`src/logic/angspi_pkg.sv`:
```
/*
 * constants shared by both ends of the angle sensor serial link.
 * assumes a 100 MHz system clock on both ends.
 */
package angspi_pkg;
    // frame format
    localparam int FRAME_BITS = 16;
    localparam logic [2:0] CMD_READ = 3'h2;
    localparam logic [2:0] CMD_WRITE = 3'h4;
    // device register addresses
    localparam logic [4:0] REG_ZERO_LO = 5'h00;
    localparam logic [4:0] REG_ZERO_HI = 5'h01;
    localparam logic [4:0] REG_THRESH = 5'h06;
    localparam logic [4:0] REG_DIR = 5'h09;
    localparam logic [4:0] REG_FLAGS = 5'h1B;
    // device register reset values
    localparam logic [7:0] RST_ZERO_LO = 8'h00;
    localparam logic [7:0] RST_ZERO_HI = 8'h00;
    localparam logic [7:0] RST_THRESH = 8'h1C;
    localparam logic [7:0] RST_DIR = 8'h00;
    // field positions
    localparam int THR_LOW_MSB = 7;
    localparam int THR_LOW_LSB = 5;
    localparam int THR_HIGH_MSB = 4;
    localparam int THR_HIGH_LSB = 2;
    localparam int DIR_BIT = 7;
    // field strength levels for the 3 bit threshold codes
    localparam logic [7:0] FIELD_LOW_BASE = 8'h10;
    localparam logic [7:0] FIELD_HIGH_BASE = 8'h40;
    localparam int FIELD_STEP_SH = 3;
    // timing
    localparam int CLK_PERIOD_NS = 10;
    localparam int SYS_CLK_HZ = 100_000_000;
    localparam int SAMPLE_RATE_HZ = 1_000_000;
    localparam int SAMPLE_DIV = SYS_CLK_HZ / SAMPLE_RATE_HZ;
    localparam int ANGLE_GAP_NS = 150;
    localparam int REG_GAP_NS = 750;
    localparam int ANGLE_GAP_CYC = (ANGLE_GAP_NS + CLK_PERIOD_NS - 1) / CLK_PERIOD_NS;
    localparam int REG_GAP_CYC = (REG_GAP_NS + CLK_PERIOD_NS - 1) / CLK_PERIOD_NS;
    localparam int NVM_WAIT_MS = 20;
    localparam int NVM_WAIT_CYC = NVM_WAIT_MS * (SYS_CLK_HZ / 1000);
    // filter: tau = 0.38 / 90 Hz, in microseconds
    localparam int FILTER_CUTOFF_HZ = 90;
    localparam int FILTER_TAU_US = 380_000 / FILTER_CUTOFF_HZ;
    localparam int FILTER_POS_SH = $clog2(FILTER_TAU_US) - 1;
    localparam int FILTER_VEL_SH = 2 * FILTER_POS_SH + 2;
    // pwm: 256 steps of 8 clocks, about 48.8 kHz
    localparam int PWM_PRESCALE = 8;
    // host command registers on apb
    localparam logic [7:0] HREG_CTRL = 8'h00;
    localparam logic [7:0] HREG_STATUS = 8'h04;
    localparam logic [7:0] HREG_RESULT = 8'h08;
    localparam int CTRL_START_BIT = 31;
    localparam int STAT_DONE_BIT = 1;
    // host operations
    typedef enum logic [1:0] {
        OP_ANGLE = 2'h0,
        OP_READ = 2'h1,
        OP_WRITE = 2'h2
    } angspi_op_type;
endpackage

```
`src/logic/angspi_if.sv`:
```
/*
 * serial link between the host controller and the angle sensor.
 * assumes the bench drives nothing; data out resolves to low when released.
 */
`timescale 1ns/100ps
`default_nettype none
interface angspi_if;
    logic sclk;
    logic cs_n;
    logic mosi;
    logic miso_o;
    logic miso_oe;
    wire miso;
    // released data out is held low by the pull-down
    assign miso = miso_oe ? miso_o : 1'b0;
    modport dev (input sclk, input cs_n, input mosi, output miso_o, output miso_oe);
    modport host (output sclk, output cs_n, output mosi, input miso);
endinterface
`default_nettype wire

```
`src/logic/angspi_sync.sv`:
```
/*
 * two flip-flop synchroniser for a bundle of levels.
 * assumes inputs come from outside the clock domain.
 */
`timescale 1ns/100ps
`default_nettype none
module angspi_sync #(
    parameter int WIDTH = 1,
    parameter logic [WIDTH-1:0] INIT = '0
) (
    input wire logic clk_in,
    input wire logic rst_in,
    input wire logic [WIDTH-1:0] d_in,
    output logic [WIDTH-1:0] q_out
);
    logic [WIDTH-1:0] meta_q;
    // first stage read only by the second
    always_ff @(posedge clk_in or posedge rst_in) begin
        if (rst_in) begin
            meta_q <= INIT;
            q_out <= INIT;
        end else begin
            meta_q <= d_in;
            q_out <= meta_q;
        end
    end
endmodule
`default_nettype wire

```
`src/logic/angspi_dev.sv`:
```
/*
 * angle sensor end: serial slave, register set with slow commit,
 * angle filter, zero and direction, field flags and pwm output.
 * assumes the front-end angle and field words are on SYS_CLK_IN.
 */
// Local design decisions: the APB interface to the registers and the address map.
`timescale 1ns/100ps
`default_nettype none
// Summary of operation
// - modes 0 and 3 accepted without setup
// - sample on rise, shift on fall, msb first
// - select low active, idles high
// - host clock at most 25 MHz
// - host commands are 16 bit frames
// - 150 ns idle between angle frames
// - 750 ns idle around register readout
// - 20 ms wait after a write
// - data out driven only while selected
// - low flag when field below low threshold
// - high flag when field above high threshold
// - new front-end angle every microsecond
// - filter time constant 0.38 over cutoff
// - filter adds no lag at constant speed
// - direction and zero are programmable
// - angle read, register read, register write
// - read request 010 plus address
// - write request 100, address, value
// - full angle needs 16 clocks
module angspi_dev
    import angspi_pkg::*;
#(
    parameter int NVM_WAIT = NVM_WAIT_CYC
) (
    input wire logic SYS_CLK_IN,
    input wire logic RST_IN,
    angspi_if.dev LINK,
    input wire logic [15:0] RAW_ANGLE_IN,
    input wire logic [7:0] FIELD_IN,
    output logic PWM_OUT,
    output logic FIELD_LOW_FLAG_OUT,
    output logic FIELD_HIGH_FLAG_OUT
);
    ////////////////////////////////////////////////////////////////////////
    logic s_sclk, s_cs_n, s_mosi;
    logic sclk_prev_q, sel_prev_q;
    logic rise, fall, sel, sel_start;
    logic [4:0] bit_cnt_q;
    logic [15:0] rx_q, tx_q, word;
    logic miso_q, miso_oe_q;
    logic rsp_reg_q;
    logic [4:0] rsp_addr_q;
    logic [7:0] zero_lo_q, zero_hi_q, thresh_q, dir_q;
    logic nvm_busy_q;
    logic [31:0] nvm_cnt_q;
    logic [4:0] nvm_addr_q;
    logic [7:0] nvm_data_q;
    logic [7:0] reg_rd;
    logic [6:0] tick_cnt_q;
    logic tick;
    logic signed [31:0] est_q, vel_q, err32;
    logic [15:0] err;
    logic [15:0] angle_q;
    logic low_q, high_q;
    logic [7:0] low_level, high_level;
    logic [2:0] pre_q;
    logic [7:0] pwm_cnt_q, duty_q;
    logic pwm_q;

    // link pins sampled into the system clock
    angspi_sync #(.WIDTH(3), .INIT(3'h2)) u_sync (
        .clk_in(SYS_CLK_IN),
        .rst_in(RST_IN),
        .d_in({LINK.sclk, LINK.cs_n, LINK.mosi}),
        .q_out({s_sclk, s_cs_n, s_mosi})
    );

    // edge and select detection
    assign sel = ~s_cs_n;
    assign sel_start = sel & ~sel_prev_q;
    assign rise = sel & s_sclk & ~sclk_prev_q;
    assign fall = sel & ~s_sclk & sclk_prev_q;
    assign word = {rx_q[14:0], s_mosi};
    always_ff @(posedge SYS_CLK_IN or posedge RST_IN) begin
        if (RST_IN) begin
            sclk_prev_q <= 1'b0;
            sel_prev_q <= 1'b0;
        end else begin
            sclk_prev_q <= s_sclk;
            sel_prev_q <= sel;
        end
    end

    ////////////////////////////////////////////////////////////////////////
    // bit counter and receive shifter; only the counter is cleared while deselected
    always_ff @(posedge SYS_CLK_IN or posedge RST_IN) begin
        if (RST_IN) begin
            bit_cnt_q <= 5'h00;
            rx_q <= 16'h0000;
        end else if (!sel) begin
            bit_cnt_q <= 5'h00;
        end else if (rise && bit_cnt_q < 5'(FRAME_BITS)) begin
            rx_q <= word;
            bit_cnt_q <= bit_cnt_q + 5'h01;
        end
    end

    // transmit: msb on select, next bit on each fall after a rise
    always_ff @(posedge SYS_CLK_IN or posedge RST_IN) begin
        if (RST_IN) begin
            tx_q <= 16'h0000;
            miso_q <= 1'b0;
            miso_oe_q <= 1'b0;
        end else if (!sel) begin
            miso_q <= 1'b0;
            miso_oe_q <= 1'b0;
        end else if (sel_start) begin
            tx_q <= rsp_reg_q ? {reg_rd, 8'h00} : angle_q;
            miso_q <= rsp_reg_q ? reg_rd[7] : angle_q[15];
            miso_oe_q <= 1'b1;
        end else if (fall && bit_cnt_q != 5'h00) begin
            // mode 3 opens with a fall before any rise, which is skipped
            tx_q <= {tx_q[14:0], 1'b0};
            miso_q <= tx_q[14];
        end
    end
    assign LINK.miso_o = miso_q;
    assign LINK.miso_oe = miso_oe_q;

    ////////////////////////////////////////////////////////////////////////
    // frame decode on the sixteenth rise; short frames change nothing
    always_ff @(posedge SYS_CLK_IN or posedge RST_IN) begin
        if (RST_IN) begin
            rsp_reg_q <= 1'b0;
            rsp_addr_q <= 5'h00;
        end else if (rise && bit_cnt_q == 5'(FRAME_BITS - 1)) begin
            rsp_addr_q <= word[12:8];
            // read or write request answers with the register next frame
            rsp_reg_q <= (word[15:13] == CMD_READ) || (word[15:13] == CMD_WRITE);
        end
    end

    // slow commit of a written value; a write while busy is ignored
    always_ff @(posedge SYS_CLK_IN or posedge RST_IN) begin
        if (RST_IN) begin
            nvm_busy_q <= 1'b0;
            nvm_cnt_q <= 32'h0000_0000;
            nvm_addr_q <= 5'h00;
            nvm_data_q <= 8'h00;
        end else if (rise && bit_cnt_q == 5'(FRAME_BITS - 1) && !nvm_busy_q
                     && word[15:13] == CMD_WRITE) begin
            nvm_busy_q <= 1'b1;
            nvm_cnt_q <= 32'(NVM_WAIT - 1);
            nvm_addr_q <= word[12:8];
            nvm_data_q <= word[7:0];
        end else if (nvm_busy_q) begin
            nvm_cnt_q <= nvm_cnt_q - 32'h0000_0001;
            if (nvm_cnt_q == 32'h0000_0000) begin
                nvm_busy_q <= 1'b0;
            end
        end
    end

    // configuration registers; readback shows the old value until commit
    always_ff @(posedge SYS_CLK_IN or posedge RST_IN) begin
        if (RST_IN) begin
            zero_lo_q <= RST_ZERO_LO;
            zero_hi_q <= RST_ZERO_HI;
            thresh_q <= RST_THRESH;
            dir_q <= RST_DIR;
        end else if (nvm_busy_q && nvm_cnt_q == 32'h0000_0000) begin
            unique case (nvm_addr_q)
                REG_ZERO_LO: zero_lo_q <= nvm_data_q;
                REG_ZERO_HI: zero_hi_q <= nvm_data_q;
                REG_THRESH: thresh_q <= nvm_data_q & 8'hFC;
                REG_DIR: dir_q <= nvm_data_q & 8'h80;
                default: zero_lo_q <= zero_lo_q;
            endcase
        end
    end

    // register readout mux, unmapped reads as zero
    always_comb begin
        unique case (rsp_addr_q)
            REG_ZERO_LO: reg_rd = zero_lo_q;
            REG_ZERO_HI: reg_rd = zero_hi_q;
            REG_THRESH: reg_rd = thresh_q;
            REG_DIR: reg_rd = dir_q;
            REG_FLAGS: reg_rd = {high_q, low_q, 6'h00};
            default: reg_rd = 8'h00;
        endcase
    end

    ////////////////////////////////////////////////////////////////////////
    // front-end sample tick at 1 MHz
    assign tick = (tick_cnt_q == 7'(SAMPLE_DIV - 1));
    always_ff @(posedge SYS_CLK_IN or posedge RST_IN) begin
        if (RST_IN) begin
            tick_cnt_q <= 7'h00;
        end else begin
            tick_cnt_q <= tick ? 7'h00 : tick_cnt_q + 7'h01;
        end
    end

    // second order tracking filter: velocity term removes ramp lag
    assign err = RAW_ANGLE_IN - est_q[31:16];
    assign err32 = {err, 16'h0000};
    always_ff @(posedge SYS_CLK_IN or posedge RST_IN) begin
        if (RST_IN) begin
            est_q <= 32'sh0000_0000;
            vel_q <= 32'sh0000_0000;
        end else if (tick) begin
            est_q <= est_q + vel_q + (err32 >>> FILTER_POS_SH);
            vel_q <= vel_q + (err32 >>> FILTER_VEL_SH);
        end
    end

    // direction then zero offset: out = dir(angle) + zero word
    always_ff @(posedge SYS_CLK_IN or posedge RST_IN) begin
        if (RST_IN) begin
            angle_q <= 16'h0000;
        end else begin
            angle_q <= (dir_q[DIR_BIT] ? 16'h0000 - est_q[31:16] : est_q[31:16])
                       + {zero_hi_q, zero_lo_q};
        end
    end

    ////////////////////////////////////////////////////////////////////////
    // field threshold compare
    assign low_level = FIELD_LOW_BASE
                       + (8'({thresh_q[THR_LOW_MSB:THR_LOW_LSB], 3'h0}) << FIELD_STEP_SH);
    assign high_level = FIELD_HIGH_BASE
                        + (8'({thresh_q[THR_HIGH_MSB:THR_HIGH_LSB], 3'h0}) << FIELD_STEP_SH);
    always_ff @(posedge SYS_CLK_IN or posedge RST_IN) begin
        if (RST_IN) begin
            low_q <= 1'b0;
            high_q <= 1'b0;
        end else begin
            low_q <= FIELD_IN < low_level;
            high_q <= FIELD_IN > high_level;
        end
    end
    assign FIELD_LOW_FLAG_OUT = low_q;
    assign FIELD_HIGH_FLAG_OUT = high_q;

    // free running pwm, duty taken at each period start
    always_ff @(posedge SYS_CLK_IN or posedge RST_IN) begin
        if (RST_IN) begin
            pre_q <= 3'h0;
            pwm_cnt_q <= 8'h00;
            duty_q <= 8'h00;
            pwm_q <= 1'b0;
        end else begin
            pre_q <= (pre_q == 3'(PWM_PRESCALE - 1)) ? 3'h0 : pre_q + 3'h1;
            if (pre_q == 3'(PWM_PRESCALE - 1)) begin
                pwm_cnt_q <= pwm_cnt_q + 8'h01;
                if (pwm_cnt_q == 8'hFF) begin
                    duty_q <= angle_q[15:8];
                end
            end
            pwm_q <= pwm_cnt_q < duty_q;
        end
    end
    assign PWM_OUT = pwm_q;
endmodule
`default_nettype wire

```
`src/flat_wrapper.sv`:
```
// flat-port wrapper written by rule: the top's interface ports become plain ports
module angspi_dev_flat import angspi_pkg::*;
#(
    parameter int NVM_WAIT = NVM_WAIT_CYC
)
  (SYS_CLK_IN, RST_IN, RAW_ANGLE_IN, FIELD_IN, PWM_OUT, FIELD_LOW_FLAG_OUT, FIELD_HIGH_FLAG_OUT, LINK_sclk, LINK_cs_n, LINK_mosi, LINK_miso_o, LINK_miso_oe);
  angspi_if LINK_i ();
  input wire logic SYS_CLK_IN;
  input wire logic RST_IN;
  input wire logic [15:0] RAW_ANGLE_IN;
  input wire logic [7:0] FIELD_IN;
  output logic PWM_OUT;
  output logic FIELD_LOW_FLAG_OUT;
  output logic FIELD_HIGH_FLAG_OUT;
  input wire logic [$bits(LINK_i.sclk)-1:0] LINK_sclk;
  input wire logic [$bits(LINK_i.cs_n)-1:0] LINK_cs_n;
  input wire logic [$bits(LINK_i.mosi)-1:0] LINK_mosi;
  output wire logic [$bits(LINK_i.miso_o)-1:0] LINK_miso_o;
  output wire logic [$bits(LINK_i.miso_oe)-1:0] LINK_miso_oe;
  assign LINK_i.sclk = LINK_sclk;
  assign LINK_i.cs_n = LINK_cs_n;
  assign LINK_i.mosi = LINK_mosi;
  assign LINK_miso_o = LINK_i.miso_o;
  assign LINK_miso_oe = LINK_i.miso_oe;
  angspi_dev #(.NVM_WAIT(NVM_WAIT)) u_core (.SYS_CLK_IN(SYS_CLK_IN), .RST_IN(RST_IN), .LINK(LINK_i), .RAW_ANGLE_IN(RAW_ANGLE_IN), .FIELD_IN(FIELD_IN), .PWM_OUT(PWM_OUT), .FIELD_LOW_FLAG_OUT(FIELD_LOW_FLAG_OUT), .FIELD_HIGH_FLAG_OUT(FIELD_HIGH_FLAG_OUT));
endmodule
```
`config.mk`:
```
export PLATFORM = sky130hd
export DESIGN_NAME = angspi_dev_flat
export DESIGN_NICKNAME = d
export VERILOG_FILES = /design/src/logic/angspi_pkg.sv /design/src/logic/angspi_if.sv /design/src/logic/angspi_sync.sv /design/src/logic/angspi_dev.sv /design/src/flat_wrapper.sv
export SDC_FILE = /design/constraint.sdc
export NUM_CORES = 1
export LEC_CHECK = 0
export BUFFER_PORTS_ARGS = -buffer_cell sky130_fd_sc_hd__clkbuf_2
export CAP_MARGIN = 15
export CORE_MARGIN = 2
export CORE_UTILIZATION = 40
export CTS_BUF_LIST = sky130_fd_sc_hd__clkbuf_4 sky130_fd_sc_hd__clkbuf_8 sky130_fd_sc_hd__clkbuf_16
export DETAILED_ROUTE_END_ITERATION = 10
export HOLD_SLACK_MARGIN = 0.08
export PLACE_DENSITY = 0.67
export REMOVE_ABC_BUFFERS = 1
export SLEW_MARGIN = 0
export SYNTH_ARGS = -nofsm -noshare
export SYNTH_HDL_FRONTEND = slang
export SYNTH_SLANG_ARGS = --single-unit
```
`constraint.sdc`:
```
create_clock -name SYS_CLK_IN -period 14.2 [get_ports SYS_CLK_IN]
set_input_delay 2.84 -clock SYS_CLK_IN [delete_from_list [all_inputs] [get_ports SYS_CLK_IN]]
set_output_delay 2.84 -clock SYS_CLK_IN [all_outputs]
set_load 0.005 [all_outputs]
```
# Word level (Yosys, flattened, before mapping)
# Index checks and enable logic that the tools add are counted.
# totals
register_bits,229
inputBits,29
output_inout_bits,5
elab_cells,112
# op_classes
add_sub_neg,13
order_cmp,4
eq_ne,13
n_mux,20
n_bitwise,9
n_reduce_logical,24
# ops
op,count
$mux W32,2
$mux W15,3
$pmux W8 S5,1
$add A32 B20 Y32,1
$add A32 B32 Y32,1
$add A32 B6 Y32,1
$logic_not A32 Y1,1
$sub A32 B1 Y32 const B,1
$add A16 B16 Y16,1
$lt A8 B8 Y1,2
$mux W16,1
$sub A1 B16 Y16 const A,1
$sub A16 B16 Y16,1
$eq A5 B4 Y1 const B,3
$reduce_and A2 Y1,7
$eq A5 B1 Y1 const B,2
$eq A5 B3 Y1 const B,2
$logic_not A5 Y1,2
$mux W5,2
$mux W1,9
$add A5 B8 Y8 const A,1
$add A7 B8 Y8 const A,1
$add A8 B1 Y8 const B,1
$eq A8 B8 Y1 const B,1
19 further kinds,35

# Logic depth before layout (Yosys ltp)
# logic_depth
depth_word,7
mapped_depth,27
mapped_depth_nobuf,27

# By module
# A second synthesis with hierarchy kept.
# unflattened
hier_cells,1494
hier_area_um2,14468.9
# by_module_without_submodules
mod,n_inst,cells_each,area_per_inst_um2,seq_area_each_um2
angspi_dev,1,1487,14312.5,5584.1
angspi_sync,1,7,156.4,152.6

# Worst setup path before layout
# Ideal clock, no wire load.
# synth_path
path_kind,input-to-reg
from,in RAW_ANGLE_IN[1]
to,reg u_core.vel_q[31]
setup_time_ps,123
arrival_ps,8397
t_required_ps,14077
slack_ps,5681
cell_stages,22
n_path_buf,0
path_cell_list,ha_1 > nor2b_1 > o21ai_1 > a21boi_2 > o41ai_2 > o311ai_2 > a31o_1 > a21oi_1 > xnor2_1 > inv_1 > ha_1 > a2111oi_4 > o21ai_2 > a41oi_2 > o31ai_1 > a21oi_2 > o31ai_1 > a211o_1 > a211oi_2 > xor2_1 > nand2_1 > xnor2_1
# synth_via
elab_chain_cells,2
# synth_rtl
item,line,source
from (decl),flat_wrapper.sv:10,input wire logic [15:0] RAW_ANGLE_IN;
$sub A16 B16 Y16,angspi_dev.sv:205,assign err = RAW_ANGLE_IN - est_q[31:16];
$add A32 B6 Y32,angspi_dev.sv:213,vel_q <= vel_q + (err32 >>> FILTER_VEL_SH);
to (signal assigned),angspi_dev.sv:213,
to (decl),angspi_dev.sv:60,"logic signed [31:0] est_q, vel_q, err32;"
# No other way between the ends.
# A chain may end at the register's enable or synchronous reset.

# Worst setup path in the final report
# layout_path
from,in RAW_ANGLE_IN[0]
to,reg u_core.vel_q[31]
# Same word-level chain as after synthesis.

==> impl_metrics.env <==
export IMPL_outcome="complete, no violations"
export IMPL_maxSlewHeadroom_pct=27.6
export IMPL_ys_types=77
export IMPL_clk_latency_ps=540
export IMPL_cp_arrival_ps=9000
export IMPL_die_x_um=196
export IMPL_root_buffer="clkbuf_16"
export IMPL_p_leak_nw=8.04
export IMPL_finalSetupViolCount=0
export IMPL_rrSetupSlack_ps=7340
export IMPL_synth_edff_count=0
export IMPL_syn_area_per_cell_sq_um=9.42
export IMPL_yosys_warnings=0
export IMPL_wl_met3_mm=1.14
export IMPL_rows=70
export IMPL_first_global_vias=10755
export IMPL_via_per_inst=5.22
export IMPL_top_layer="met4"
export IMPL_critPathMaxFanout=26
export IMPL_vias=10858
export IMPL_drc=0
export IMPL_grt_max_degree=99
export IMPL_synth_cells=1565
export IMPL_hold_violations=0
export IMPL_end_kind="register"
export IMPL_post_dp_hpwl_mm=23.3
export IMPL_grt_use_total_pct=16.7
export IMPL_clk_path_buf_depth=3
export IMPL_holdWs_ps=361
export IMPL_rsz0062_at_grt="no"
export IMPL_cts_hold_fix_buffers=0
export IMPL_p_comb_share_pct=19.8
export IMPL_finalNetCount=1768
export IMPL_drt_iter0_markers=688
export IMPL_wl_met2_mm=14.3
export IMPL_power_frac_seq_pct=40.4
export IMPL_min_path_type="reg -> reg"
export IMPL_intPower_w=0.00122
export IMPL_fill_cells=3492
export IMPL_num_io_pins=34
export IMPL_timing_final_crit_share_pct=60.4
export IMPL_crit_required_ps=14620
export IMPL_cp_start_kind="input pin"
export IMPL_register_area_sq_um=5740
export IMPL_met1_length_mm=15.5
export IMPL_cts_resized=0
export IMPL_initial_utilization_pct=40.4
export IMPL_clkSinkCount=229
export IMPL_cts_buffers=25
export IMPL_netlist_area_sq_um=14700
export IMPL_antenna_left=0
export IMPL_dr_pass1_iters=5
export IMPL_vdd_ir_drop_max_uv=80.2
export IMPL_multi_input_area_sq_um=8300
export IMPL_ys_ff_latch=229
export IMPL_fin_skew_ps=13.1
export IMPL_syn_to_final_growth_pct=10.6
export IMPL_tightestPinTransition_ps=1080
export IMPL_p_sw_share_pct=28.4
export IMPL_synthFlopType="dfrtp_1"
export IMPL_antenna_found_initial=0
export IMPL_overflow=0
export IMPL_post_cts_setup_buffers=0
export IMPL_die_h_um=196
export IMPL_htree_levels=1
export IMPL_wl_per_cell_um=15.1
export IMPL_place_congestion=0.883
export IMPL_synthArstFlopShare_pct=100
export IMPL_cap_violations=0
export IMPL_max_freq_mhz=117
export IMPL_final_setup_tns_ps=0
export IMPL_powerDensity_nw_per_um2=105
export IMPL_clkPwrFrac_pct=39.9
export IMPL_wl_mm=31.5
export IMPL_drv_slew=0
export IMPL_diodes=0
export IMPL_coreArea_sq_um=36400
export IMPL_clk_pin_slew_worst_paths_ps=60
export IMPL_fin_crit_ps=8580
export IMPL_drive_above_1_share_pct=9.55
export IMPL_dieArea_sq_um=38400
export IMPL_cts_tree="yes"
export IMPL_ys_seq_area_share_pct=38.9
export IMPL_grt_pass1_wl_mm=53.4
export IMPL_place_port_buffers=33
export IMPL_worst_setup_path_type="in -> reg"
export IMPL_power_switching_w=0.000483
-- power by group through the flow --
stage / clock network (W) / registers, W / logic, W
finish: 0.000679 / 0.000687 / 0.000336
global route: 0.000725 / 0.000690 / 0.000378
CTS: 0.000699 / 0.000687 / 0.000335
detailed placement: 0 / 0.000699 / 0.000332
global placement: 0 / 0.000698 / 0.000325
floorplan: 0 / 0.000695 / 0.000267
-- final cells by class --
| cell class | count | area share [%] |
|---|---|---|
| Inverter | 152 | 3.55 |
| Multi-Input combinational cell | 1143 | 50.9 |
| Sequential cell | 229 | 35.2 |
| Tap cell | 468 | 3.59 |
| Clock inverter | 9 | 0.714 |
| Clock buffer | 37 | 4.58 |
| Timing Repair Buffer | 42 | 1.43 |
-- metal layers --
layer	global-route usage (%)	up-vias
met4	3.31	0
met3	2.05	42
met2	27.7	176
li1	-	5437
met5	0	-
met1	23.7	5203
-- kinds of logic after synthesis --
logic type,count (synthesis),synth area share [%]
buffers and inverters,193,4.92
flip-flops,229,38.9
adder cells (fa/ha/maj),146,14.0
AND/OR/NAND/NOR,459,14.7
multiplexers,63,4.73
XOR/XNOR,136,8.18
AO/OA/AOI/OAI,339,14.6
-- synthesized netlist by cell type (11+ instances only) --
master / number / area [sq um]
nand4_1: 13 / 81.3
or3_1: 12 / 75.1
a21oi_1: 75 / 375
mux2_2: 31 / 349
o31ai_1: 12 / 90.1
nor2_1: 81 / 304
o21ai_1: 22 / 110
ha_1: 115 / 1440
nand2_1: 185 / 694
dfrtp_1: 224 / 5610
nand2b_1: 14 / 87.6
nand3_1: 47 / 235
inv_1: 150 / 563
o21bai_1: 11 / 82.6
nor2b_1: 19 / 119
nor3_1: 33 / 165
o21ai_0: 109 / 546
clkbuf_1: 41 / 154
xnor2_1: 88 / 771
mux2_1: 22 / 248
xor2_1: 47 / 412
a21o_1: 31 / 233
fa_1: 31 / 621
-- cell usage in the layout, fill, tap and decap left out, types with 6 or more instances in the layout --
cell / n
a211oi_1: 9
a21o_1: 31
a21oi_1: 75
a31oi_1: 10
and3_1: 10
buf_4: 9
clkbuf_16: 25
clkbuf_2: 33
clkbuf_4: 7
dfrtp_1: 224
fa_1: 31
ha_1: 115
inv_1: 149
mux2_1: 22
mux2_2: 31
mux2i_1: 10
nand2_1: 185
nand2b_1: 14
nand3_1: 47
nand3b_1: 6
nand4_1: 13
nor2_1: 81
nor2b_1: 19
nor3_1: 32
nor3b_1: 6
nor4_1: 9
o21a_1: 8
o21ai_0: 109
o21ai_1: 22
o21bai_1: 11
o31ai_1: 12
or3_1: 12
xnor2_1: 87
xor2_1: 47
-- sequential cells by signal, indices dropped and copies added (netlist names), 5 cells and up --
register / count
u_core.est_q: 32
u_core.nvm_cnt_q: 32
u_core.vel_q: 32
u_core.angle_q: 16
u_core.rx_q: 15
u_core.tx_q: 15
u_core.duty_q: 8
u_core.nvm_data_q: 8
u_core.pwm_cnt_q: 8
u_core.zero_hi_q: 8
u_core.zero_lo_q: 8
u_core.tick_cnt_q: 7
u_core.thresh_q: 6
u_core.bit_cnt_q: 5
u_core.nvm_addr_q: 5
u_core.rsp_addr_q: 5
-- final timing paths --
check | depth (start not counted) | startpoint | endpoint
worst max-delay path | 24 | RAW_ANGLE_IN[0] | u_core.vel_q[31]
worst min-delay path | 0 | u_core.u_sync.meta_q[1] | u_core.u_sync.q_out[1]
worst max register to register | 23 | u_core.est_q[17] | u_core.vel_q[31]
worst min register to register | 0 | u_core.u_sync.meta_q[1] | u_core.u_sync.q_out[1]
max in group asynchronous | 4 | RST_IN | u_core.zero_hi_q[4]
min in group asynchronous | 2 | RST_IN | u_core.nvm_cnt_q[26]
-- critical path, stage by stage --
cell and delay, ps:
clkbuf_2 80, inv_1 60, ha_1 230, nor2b_1 230, o21ai_1 160, a21boi_2 250
o41ai_2 120, o311ai_2 300, a31o_1 210, a21oi_1 110, xnor2_2 770, inv_1 750
ha_1 620, a2111oi_4 340, o21ai_2 110, a41oi_2 270, o31ai_1 150, a21oi_2 250
o31ai_1 170, a211o_1 350, a211oi_2 250, xor2_1 160, nand2_1 80, xnor2_1 130
-- through the flow --
step	total power (W)	util (%)	worst slack [ps]	cells	cell area, sq um
4_1_cts	0.00172	44.7	5670	2080	16300
2_1_floorplan	0.000962	-	5090	1524	14600
6_report	0.00170	44.7	5620	2080	16300
3_5_place_dp	0.00103	42.4	5120	2034	15400
3_3_place_gp	0.00102	42.4	5230	2034	15400
5_1_grt	0.00179	44.7	5160	2080	16300
Note: power is estimated with default switching activity, not from simulation.
